### src/rtl/pss_map.vh
// constants for the post-shock pacing sequencer
`ifndef PSS_MAP_VH
`define PSS_MAP_VH
// ----------------------------------------------------------------
// register byte offsets
// ----------------------------------------------------------------
`define PSS_CTRL_OFS      12'h000
`define PSS_NORM_OFS      12'h004
`define PSS_POST_OFS      12'h008
`define PSS_DELAY_OFS     12'h00c
`define PSS_STAT_OFS      12'h010
// ----------------------------------------------------------------
// control fields
// ----------------------------------------------------------------
`define PSS_CTRL_NORM_EN  0
`define PSS_CTRL_POST_EN  1
`define PSS_CTRL_PER_LO   4
`define PSS_CTRL_PER_HI   7
// ----------------------------------------------------------------
// parameter set fields: escape ms [15:0], av wait ms [27:16]
// ----------------------------------------------------------------
`define PSS_SET_ESC_HI    15
`define PSS_SET_AV_LO     16
`define PSS_SET_AV_HI     27
// ----------------------------------------------------------------
// reset values and ranges
// ----------------------------------------------------------------
`define PSS_CTRL_RST      32'h00000001
`define PSS_SET_RST       32'h00960320
`define PSS_DELAY_RST     16'h0bb8
`define PSS_DELAY_MIN     16'h05dc
`define PSS_DELAY_MAX     16'h2710
`define PSS_PER_CODES     14
`define PSS_PER_MAX_S     3600
`define PSS_CLK_HZ        25000000
`define PSS_MS_PER_S      1000
`define PSS_HZ_PER_KHZ    1000
`endif

### src/rtl/pss_ms_tick.v
// millisecond time base for the pacing sequencer
`timescale 1ns/1ns
`default_nettype none
module pss_ms_tick #(
    parameter integer CYC_PER_MS = 25000
) (
    input  wire clk,
    input  wire resetn,
    output reg  tick
);
    reg [15:0] cnt;
    always @(posedge clk or negedge resetn) begin
        if (!resetn) begin
            cnt  <= 16'h0000;
            tick <= 1'b0;
        end else if (cnt == CYC_PER_MS[15:0] - 16'h0001) begin
            cnt  <= 16'h0000;
            tick <= 1'b1;
        end else begin
            cnt  <= cnt + 16'h0001;
            tick <= 1'b0;
        end
    end
endmodule
`default_nettype wire

### src/rtl/pss_sequencer.v
// post-shock pacing sequencer with apb register file
//
// Function
// pace both chambers after any shock, for a period at most 60 minutes
// own post-shock set; noise, mode-switch, rate-adapt settings shared
// on shock start refractory interval and hold-off delay timer together
// hold-off delay gates first pacing even when post-shock mode is off
// at delay end pacing enabled at selected escape interval minus av wait
// both chambers sensed in delay: pace only if rate drops below limit
// nothing sensed or escape elapsed: pace exactly at delay end
// hold-off delay programmable from 1.5 to 10 seconds
// programmer accepts delay only 275 ms above escape interval; the delay write here only clamps it to 1.5-10 s
// that check uses normal rate when post-shock rate is off; the delay write here makes no escape check
// hold-off delay never affects tachyarrhythmia detection
// period timer starts at delay expiry; post-shock values apply meanwhile
// period end reverts to normal set, or stops pacing if normal disabled
// shock during period restarts the whole sequence from its beginning
// episode end does not cut a running period short
// period chosen from fourteen minute:second values, 0:15 to 60:00
// mode-switch works during post-shock pacing as in normal pacing
// post-shock off with normal on uses normal set; both off, no pacing
`timescale 1ns/1ns
`default_nettype none
`include "pss_map.vh"
module pss_sequencer #(
    parameter integer REFRACT_MS = 150,
    parameter integer CYC_PER_MS = `PSS_CLK_HZ / `PSS_HZ_PER_KHZ
) (
    // clock and reset
    input  wire        CLK_SYS,
    input  wire        RESETN,
    // apb slave
    input  wire        PSEL,
    input  wire        PENABLE,
    input  wire        PWRITE,
    input  wire [11:0] PADDR,
    input  wire [31:0] PWDATA,
    output reg  [31:0] PRDATA,
    output reg         PREADY,
    output reg         PSLVERR,
    // shock and detection side
    input  wire        SHOCK_DONE,
    input  wire        EPISODE_END,
    input  wire        MODE_SWITCH_IN,
    output reg         MODE_SWITCH_OUT,
    // sense channels
    input  wire        ATRIAL_SENSE,
    input  wire        VENT_SENSE,
    // pace channels and status
    output reg         ATRIAL_PACE,
    output reg         VENT_PACE,
    output reg         PACING_ON,
    output reg         POST_SET_ACTIVE,
    output reg         REFRACTORY
);
    // ------------------------------------------------------------
    // states
    // ------------------------------------------------------------
    localparam [1:0] ST_NORMAL = 2'd0;
    localparam [1:0] ST_HOLD   = 2'd1;
    localparam [1:0] ST_PERIOD = 2'd2;

    // ------------------------------------------------------------
    // registers and time base
    // ------------------------------------------------------------
    reg  [31:0] ctrl;
    reg  [31:0] norm_set;
    reg  [31:0] post_set;
    reg  [15:0] delay_ms;
    reg  [1:0]  state;
    reg  [15:0] hold_cnt;
    reg  [15:0] refr_cnt;
    reg  [11:0] per_ms;
    reg  [11:0] per_s;
    reg  [11:0] per_lim;
    reg  [15:0] esc_cnt;
    reg         av_pend;
    reg  [11:0] av_cnt;
    reg         a_seen;
    reg         v_seen;
    reg         inhibit_first;
    wire        ms_tick;
    wire        apb_wr;
    wire        norm_en;
    wire        post_en;
    wire        use_post;
    wire [15:0] esc_ms;
    wire [11:0] av_ms;
    wire [15:0] v_a_ms;
    reg  [11:0] next_per_lim;

    pss_ms_tick #(
        .CYC_PER_MS (CYC_PER_MS)
    ) i_pss_ms_tick (
        .clk    (CLK_SYS),
        .resetn (RESETN),
        .tick   (ms_tick)
    );

    assign apb_wr  = PSEL & PENABLE & PWRITE;
    assign norm_en = ctrl[`PSS_CTRL_NORM_EN];
    assign post_en = ctrl[`PSS_CTRL_POST_EN];
    // post set only in the period and only if enabled
    assign use_post = (state == ST_PERIOD) && post_en;
    assign esc_ms = use_post ? post_set[`PSS_SET_ESC_HI:0]
                             : norm_set[`PSS_SET_ESC_HI:0];
    assign av_ms  = use_post ? post_set[`PSS_SET_AV_HI:`PSS_SET_AV_LO]
                             : norm_set[`PSS_SET_AV_HI:`PSS_SET_AV_LO];
    // atrial escape is the rate interval less the av wait
    assign v_a_ms = (esc_ms > {4'h0, av_ms}) ? esc_ms - {4'h0, av_ms}
                                             : 16'h0001;

    // ------------------------------------------------------------
    // period lookup in seconds
    // ------------------------------------------------------------
    always @* begin
        case (ctrl[`PSS_CTRL_PER_HI:`PSS_CTRL_PER_LO])
            4'h0:    next_per_lim = 12'd15;
            4'h1:    next_per_lim = 12'd30;
            4'h2:    next_per_lim = 12'd45;
            4'h3:    next_per_lim = 12'd60;
            4'h4:    next_per_lim = 12'd90;
            4'h5:    next_per_lim = 12'd120;
            4'h6:    next_per_lim = 12'd180;
            4'h7:    next_per_lim = 12'd240;
            4'h8:    next_per_lim = 12'd300;
            4'h9:    next_per_lim = 12'd600;
            4'ha:    next_per_lim = 12'd900;
            4'hb:    next_per_lim = 12'd1800;
            4'hc:    next_per_lim = 12'd2700;
            default: next_per_lim = 12'd3600; // cap at 60 minutes
        endcase
    end

    // ------------------------------------------------------------
    // apb slave, zero wait states
    // ------------------------------------------------------------
    always @(posedge CLK_SYS or negedge RESETN) begin
        if (!RESETN) begin
            ctrl     <= `PSS_CTRL_RST;
            norm_set <= `PSS_SET_RST;
            post_set <= `PSS_SET_RST;
            delay_ms <= `PSS_DELAY_RST;
            PRDATA   <= 32'h00000000;
            PREADY   <= 1'b0;
            PSLVERR  <= 1'b0;
        end else begin
            PREADY  <= PSEL & ~PENABLE;
            PSLVERR <= 1'b0;
            if (apb_wr && PREADY) begin
                case (PADDR)
                    `PSS_CTRL_OFS: ctrl <= PWDATA & 32'h000000f3;
                    `PSS_NORM_OFS: norm_set <= PWDATA & 32'h0fffffff;
                    `PSS_POST_OFS: post_set <= PWDATA & 32'h0fffffff;
                    `PSS_DELAY_OFS: begin
                        // clamp keeps delay in range
                        if (PWDATA[15:0] < `PSS_DELAY_MIN)
                            delay_ms <= `PSS_DELAY_MIN;
                        else if (PWDATA[31:16] != 16'h0000 ||
                                 PWDATA[15:0] > `PSS_DELAY_MAX)
                            delay_ms <= `PSS_DELAY_MAX;
                        else
                            delay_ms <= PWDATA[15:0];
                    end
                    // status is read only; unmapped writes ignored
                    default: ;
                endcase
            end
            // data and error launched at setup, so both stand with pready
            if (PSEL && !PENABLE) begin
                case (PADDR)
                    `PSS_CTRL_OFS:  PRDATA <= ctrl;
                    `PSS_NORM_OFS:  PRDATA <= norm_set;
                    `PSS_POST_OFS:  PRDATA <= post_set;
                    `PSS_DELAY_OFS: PRDATA <= {16'h0000, delay_ms};
                    `PSS_STAT_OFS: begin
                        PRDATA  <= {24'h000000, 2'b00,
                                    inhibit_first, REFRACTORY,
                                    PACING_ON, use_post, state};
                        PSLVERR <= PWRITE;
                    end
                    default: begin
                        PRDATA  <= 32'h00000000;
                        PSLVERR <= 1'b1;
                    end
                endcase
            end
        end
    end

    // ------------------------------------------------------------
    // sequencer; mode-switch input passes through one register unchanged, episode end unused
    // ------------------------------------------------------------
    always @(posedge CLK_SYS or negedge RESETN) begin
        if (!RESETN) begin
            state           <= ST_NORMAL;
            hold_cnt        <= 16'h0000;
            refr_cnt        <= 16'h0000;
            per_ms          <= 12'h000;
            per_s           <= 12'h000;
            per_lim         <= 12'h00f;
            esc_cnt         <= 16'h0000;
            av_pend         <= 1'b0;
            av_cnt          <= 12'h000;
            a_seen          <= 1'b0;
            v_seen          <= 1'b0;
            inhibit_first   <= 1'b0;
            ATRIAL_PACE     <= 1'b0;
            VENT_PACE       <= 1'b0;
            PACING_ON       <= 1'b0;
            POST_SET_ACTIVE <= 1'b0;
            REFRACTORY      <= 1'b0;
            MODE_SWITCH_OUT <= 1'b0;
        end else begin
            ATRIAL_PACE     <= 1'b0;
            VENT_PACE       <= 1'b0;
            MODE_SWITCH_OUT <= MODE_SWITCH_IN;
            POST_SET_ACTIVE <= use_post;
            REFRACTORY      <= (refr_cnt != 16'h0000);
            // pacing lives only while some set is enabled
            PACING_ON <= (state == ST_NORMAL) ? norm_en :
                         (state == ST_PERIOD) ? (norm_en | post_en) :
                         1'b0;
            if (ms_tick && refr_cnt != 16'h0000)
                refr_cnt <= refr_cnt - 16'h0001;
            if (ATRIAL_SENSE || VENT_SENSE)
                esc_cnt <= 16'h0000;
            else if (ms_tick && esc_cnt != 16'hffff)
                esc_cnt <= esc_cnt + 16'h0001;
            if (SHOCK_DONE) begin
                // restart also covers a shock in the period
                state    <= ST_HOLD;
                hold_cnt <= delay_ms;
                refr_cnt <= REFRACT_MS[15:0];
                a_seen   <= 1'b0;
                v_seen   <= 1'b0;
                av_pend  <= 1'b0;
            end else begin
                case (state)
                    ST_HOLD: begin
                        if (ATRIAL_SENSE)
                            a_seen <= 1'b1;
                        if (VENT_SENSE)
                            v_seen <= 1'b1;
                        if (ms_tick)
                            hold_cnt <= hold_cnt - 16'h0001;
                        if (ms_tick && hold_cnt == 16'h0001) begin
                            state   <= ST_PERIOD;
                            per_ms  <= 12'h000;
                            per_s   <= 12'h000;
                            per_lim <= next_per_lim;
                            // recent sensing in both chambers inhibits
                            inhibit_first <= a_seen & v_seen &
                                (esc_cnt <= esc_ms);
                            if (!(a_seen & v_seen & (esc_cnt <= esc_ms))
                                && (norm_en | post_en)) begin
                                VENT_PACE <= 1'b1;
                                esc_cnt   <= 16'h0000;
                            end
                        end
                    end
                    ST_PERIOD: begin
                        // episode end deliberately ignored here
                        if (ms_tick) begin
                            if (per_ms == 12'd999) begin
                                per_ms <= 12'h000;
                                per_s  <= per_s + 12'h001;
                                if (per_s + 12'h001 >= per_lim) begin
                                    state <= ST_NORMAL;
                                    inhibit_first <= 1'b0;
                                end
                            end else begin
                                per_ms <= per_ms + 12'h001;
                            end
                        end
                    end
                    default: begin
                        inhibit_first <= 1'b0;
                    end
                endcase
            end
            // escape pacing, a at v-a time, v after av wait
            if (!SHOCK_DONE && PACING_ON && state != ST_HOLD) begin
                if (VENT_SENSE) begin
                    av_pend <= 1'b0;
                end else if (av_pend) begin
                    if (ms_tick) begin
                        if (av_cnt <= 12'h001) begin
                            av_pend   <= 1'b0;
                            VENT_PACE <= 1'b1;
                            esc_cnt   <= 16'h0000;
                        end else begin
                            av_cnt <= av_cnt - 12'h001;
                        end
                    end
                end else if (ms_tick && esc_cnt >= v_a_ms &&
                             !ATRIAL_SENSE) begin
                    ATRIAL_PACE <= 1'b1;
                    av_pend     <= 1'b1;
                    av_cnt      <= av_ms;
                end
            end
        end
    end
endmodule
`default_nettype wire

### config.mk
export PLATFORM = sky130hd
export DESIGN_NAME = pss_sequencer
export DESIGN_NICKNAME = d
export VERILOG_FILES = /design/src/rtl/pss_ms_tick.v /design/src/rtl/pss_sequencer.v
export VERILOG_INCLUDE_DIRS = /design/src /design/src/rtl
export SDC_FILE = /design/constraint.sdc
export NUM_CORES = 1
export LEC_CHECK = 0
export BUFFER_PORTS_ARGS = -buffer_cell sky130_fd_sc_hd__buf_2
export CORE_UTILIZATION = 55
export DETAILED_ROUTE_END_ITERATION = 10
export PLACE_DENSITY_LB_ADDON = 0.3
export SYNTH_ARGS = -nofsm -noshare
export SYNTH_HDL_FRONTEND = slang
export SYNTH_SLANG_ARGS = --single-unit
export TNS_END_PERCENT = 50
### constraint.sdc
create_clock -name CLK_SYS -period 5.3 [get_ports CLK_SYS]
set_input_delay 1.59 -clock CLK_SYS [delete_from_list [all_inputs] [get_ports CLK_SYS]]
set_output_delay 1.59 -clock CLK_SYS [all_outputs]
set_load 0.1 [all_outputs]
==> metrics.log <==
[metrics] count of clock tree sinks: approximately 230
[metrics] final-report max-slew violation count: 0
[metrics] via count: approximately 11k
[metrics] Crit Reg-Reg Startpoint: state[0]$_DFFE_PN0P_
[metrics] 1st-iter DRT viols: approximately 740
[metrics] die outline height: 157 um
[metrics] r2r setup slk: 0.22 ns
[metrics] core outline area: 23500 sq um
[metrics] Layout Skew: about 0.014 ns
[metrics] average detailed-routed wire length per instance: between 15 and 20 um
[metrics] number of global-route vias before repair: roughly 10k
[metrics] TritonCTS clock tree: yes
[metrics] DR DRC count: 0
[metrics] full die area: 24700 sq um
[metrics] share of post-route cells with drive strength above 1: a little over a fifth
[metrics] total gr overflow: 0
[metrics] detailed-route vias per instance: a little under 6
[metrics] row count: 56
[metrics] ys flop type: dfrtp_1
[metrics] Final Non-Filler Cells: 1813
[metrics] H-tree levels: 1
[metrics] worst-case hold path end point: i_pss_ms_tick.cnt[0]$_DFF_PN0_
[metrics] critical path launch point type: register
[metrics] total half-perimeter wirelength after legalization and detailed placement: 23400 um
[metrics] number of placed I/O pins: 94
[metrics] CP most frequent cell: ha_1
[metrics] total global routing track utilization: 26.5%
[metrics] pin count of the biggest net entering global routing: 125
[metrics] count of final setup violators: 0
[metrics] post-synthesis sequential area ratio: 44.2%
[metrics] end-of-flow core utilization: ~64%
[metrics] maximum number of buffers from clock root to sink: 3
[metrics] Peak supply drop: between 0.0002 and 0.0003 V
[metrics] Hold Startpoint: i_pss_ms_tick.cnt[0]$_DFF_PN0_
[metrics] max-cap check violation count: 0
[metrics] clock-pin transition on the worst setup and hold timing paths: 0.06 ns
[metrics] initial antenna violation count: 1
[metrics] Max Freq: 197 MHz
[metrics] Inserted Clock Buffers: 26
[metrics] slowest stage cell, crit path: a211o_1
[metrics] headroom to the max-slew limit: 33.4%
[metrics] worst hold-check slack: 0.461 ns
[metrics] leading cell type in the layout, fill and taps excluded: dfrtp_1
[metrics] Sum Neg Setup Slack: 0 ns
[metrics] gate family responsible for the most delay along the worst path: compound AO/OA/AOI/OAI gates
[metrics] total wire length: 32400 um
[metrics] count of TritonRoute iterations in the first routing pass: 5
[metrics] minimum clock period after layout: 5.08 ns
[metrics] library cell used as clock root buffer: clkbuf_16
[metrics] count of buffers from port buffering: between 80 and 90
[metrics] worst flop-to-flop path endpoint: av_cnt[8]$_DFFE_PN0P_
[metrics] startpoint-to-endpoint class of the critical path: register to register
[metrics] post-synthesis instance area: 13300 sq um
[metrics] layout overhead on the synthesized area: 13.9%
[metrics] ANT nets after route: 0
[metrics] Final Net Count: 1594
[metrics] RD Place Congestion: 0.921
[metrics] Hold Violations, Final: 0
[metrics] synthesized instance count: 1379
[metrics] required time of the worst setup path: 5.71 ns
[metrics] flip-flop and latch count after synthesis: 233
[metrics] number of enable-type register cells in the synthesized netlist: 0
[metrics] Unique masters post-synth: 78
[metrics] WHS Path Cells: 1
[metrics] count of yosys warnings during synthesis: 0
[metrics] effective utilization at floorplan: a little under three fifths
[metrics] Avg Cell Area, Syn: between 9 and 10 sq um
[metrics] number of buffers and inverters on the critical path: 5
[metrics] CP endpoint kind: register
[metrics] # diodes: 0
[metrics] transition time at the pin with the least slew margin: between 0.9 and 1 ns
[metrics] maximum fanout count along the critical path: 6
[metrics] DP Cell Count: between 1.5k and 2k
[metrics] status: complete, no violations
[metrics] most frequent cells in the layout: 207 x dfrtp_1, 161 x nand2_1, 104 x nor2_1
[metrics] Post-synth ARST share: between 90% and 100%
[metrics] worst stage delay on the critical path: 0.40 ns
[metrics] die boundary width: 157 um
[metrics] Final period util: 95.8%
[metrics] Pwr per Cell Area: 260 nW/um^2
[metrics] first-pass GRT wire length: 51700 um
[metrics] hold crit path type: register to register
[metrics] Leakage Power: 7.15 nW
[metrics] data arrival time of the critical path: 5.49 ns
[metrics] number of cells traversed by the worst register-to-register path: 26
[metrics] Clk Latency, worst-skew pair: 0.54 ns
timing repair:
item | in CTS | in global routing
pin swaps | 0 | 4
setup endpoints to repair | 2 | 13
setup buffers | 0 | 1
gates resized for setup | 4 | 20
gates cloned | 0 | 1
hold buffers | 0 | 0
metrics by stage:
stage / total power [mW] / cell area (sq um) / setup slack (ns)
finish: 3.93 / 15100 / 0.223
global route: 4.06 / 15100 / -0.0131
CTS: 3.96 / 15000 / 0.0705
detailed placement: 2.15 / 14200 / -0.0637
global placement: 2.15 / 14200 / 0.0362
floorplan: 2.02 / 13300 / 0.0686
layer usage:
layer,part of all wire (%),GRT usage [%],vias up
li1,-,-,5114
met1,46,38.2,5214
met2,45,40.9,341
met3,7.4,4.98,42
met4,1.8,7.12,2
met5,0.037,0,-
synthesized netlist by cell type (all sizes together) (27+ instances only):
| library cell | n | share of area [%] |
|---|---|---|
| nor3 | 38 | 1.5 |
| a21oi | 66 | 2.5 |
| clkbuf | 36 | 1.0 |
| nand2 | 162 | 4.6 |
| dfrtp | 207 | 39 |
| inv | 54 | 1.5 |
| nor2 | 106 | 3.1 |
| buf | 27 | 1.1 |
| o21ai | 101 | 3.8 |
| xnor2 | 44 | 2.9 |
| a22oi | 27 | 1.5 |
| nand3 | 45 | 1.7 |
| xor2 | 35 | 2.3 |
| mux2 | 77 | 6.5 |
| ha | 66 | 6.2 |
power breakdown:
| part | internal, mW | leakage [nW] | switching (mW) | total [mW] |
|---|---|---|---|---|
| sequential | 1.80 | 3.09 | 0.0182 | 1.82 |
| clock | 1.09 | 0.424 | 0.716 | 1.80 |
| combinational | 0.0869 | 3.64 | 0.221 | 0.308 |
| total | 2.97 | 7.15 | 0.955 | 3.93 |
how the worst max path moves through the flow:
stage	endpoint	cells past startpoint	from	slack, ns
global placement	av_cnt[8]$_DFFE_PN0P_	26	state[0]$_DFFE_PN0P_	0.04
finish	av_cnt[8]$_DFFE_PN0P_	26	state[0]$_DFFE_PN0P_	0.22
detailed placement	av_cnt[8]$_DFFE_PN0P_	26	state[0]$_DFFE_PN0P_	-0.06
CTS	av_cnt[8]$_DFFE_PN0P_	24	state[0]$_DFFE_PN0P_	0.07
floorplan	av_cnt[10]$_DFFE_PN0P_	24	state[0]$_DFFE_PN0P_	0.07
global route	av_cnt[10]$_DFFE_PN0P_	25	state[0]$_DFFE_PN0P_	-0.01
logic make-up (layout without fill, tap and decap cells):
| kind of cell | after synthesis | count (layout) | synth area share [%] |
|---|---|---|---|
| multiplexers | 101 | 101 | 8.53 |
| AO/OA/AOI/OAI | 297 | 297 | 14.1 |
| XOR/XNOR | 79 | 79 | 5.21 |
| other | 1 | 4 | 0.0283 |
| AND/OR/NAND/NOR | 484 | 484 | 18.0 |
| buffers and inverters | 117 | 229 | 3.63 |
| adder cells (fa/ha/maj) | 67 | 67 | 6.30 |
| flip-flops | 233 | 233 | 44.2 |
sequential cells by signal (all words and copies together), names as in the netlist, 2 cells and up:
signal / cells
post_set: 28
i_pss_ms_tick.cnt: 16
per_lim: 12
delay_ms: 16
PRDATA: 28
hold_cnt: 16
ctrl: 6
refr_cnt: 16
state: 2
norm_set: 28
per_s: 12
av_cnt: 12
per_ms: 12
esc_cnt: 16
layout make-up:
| type | instances | area [sq um] |
|---|---|---|
| clock buffer | 40 | 764 |
| clock inverter | 8 | 90.1 |
| fill | 1958 | 8430 |
| inverter | 54 | 203 |
| multi-input combinational | 1032 | 7020 |
| sequential | 233 | 5860 |
| tap | 319 | 399 |
| timing repair buffer | 127 | 773 |
Note: power is estimated with default switching activity, not from simulation.
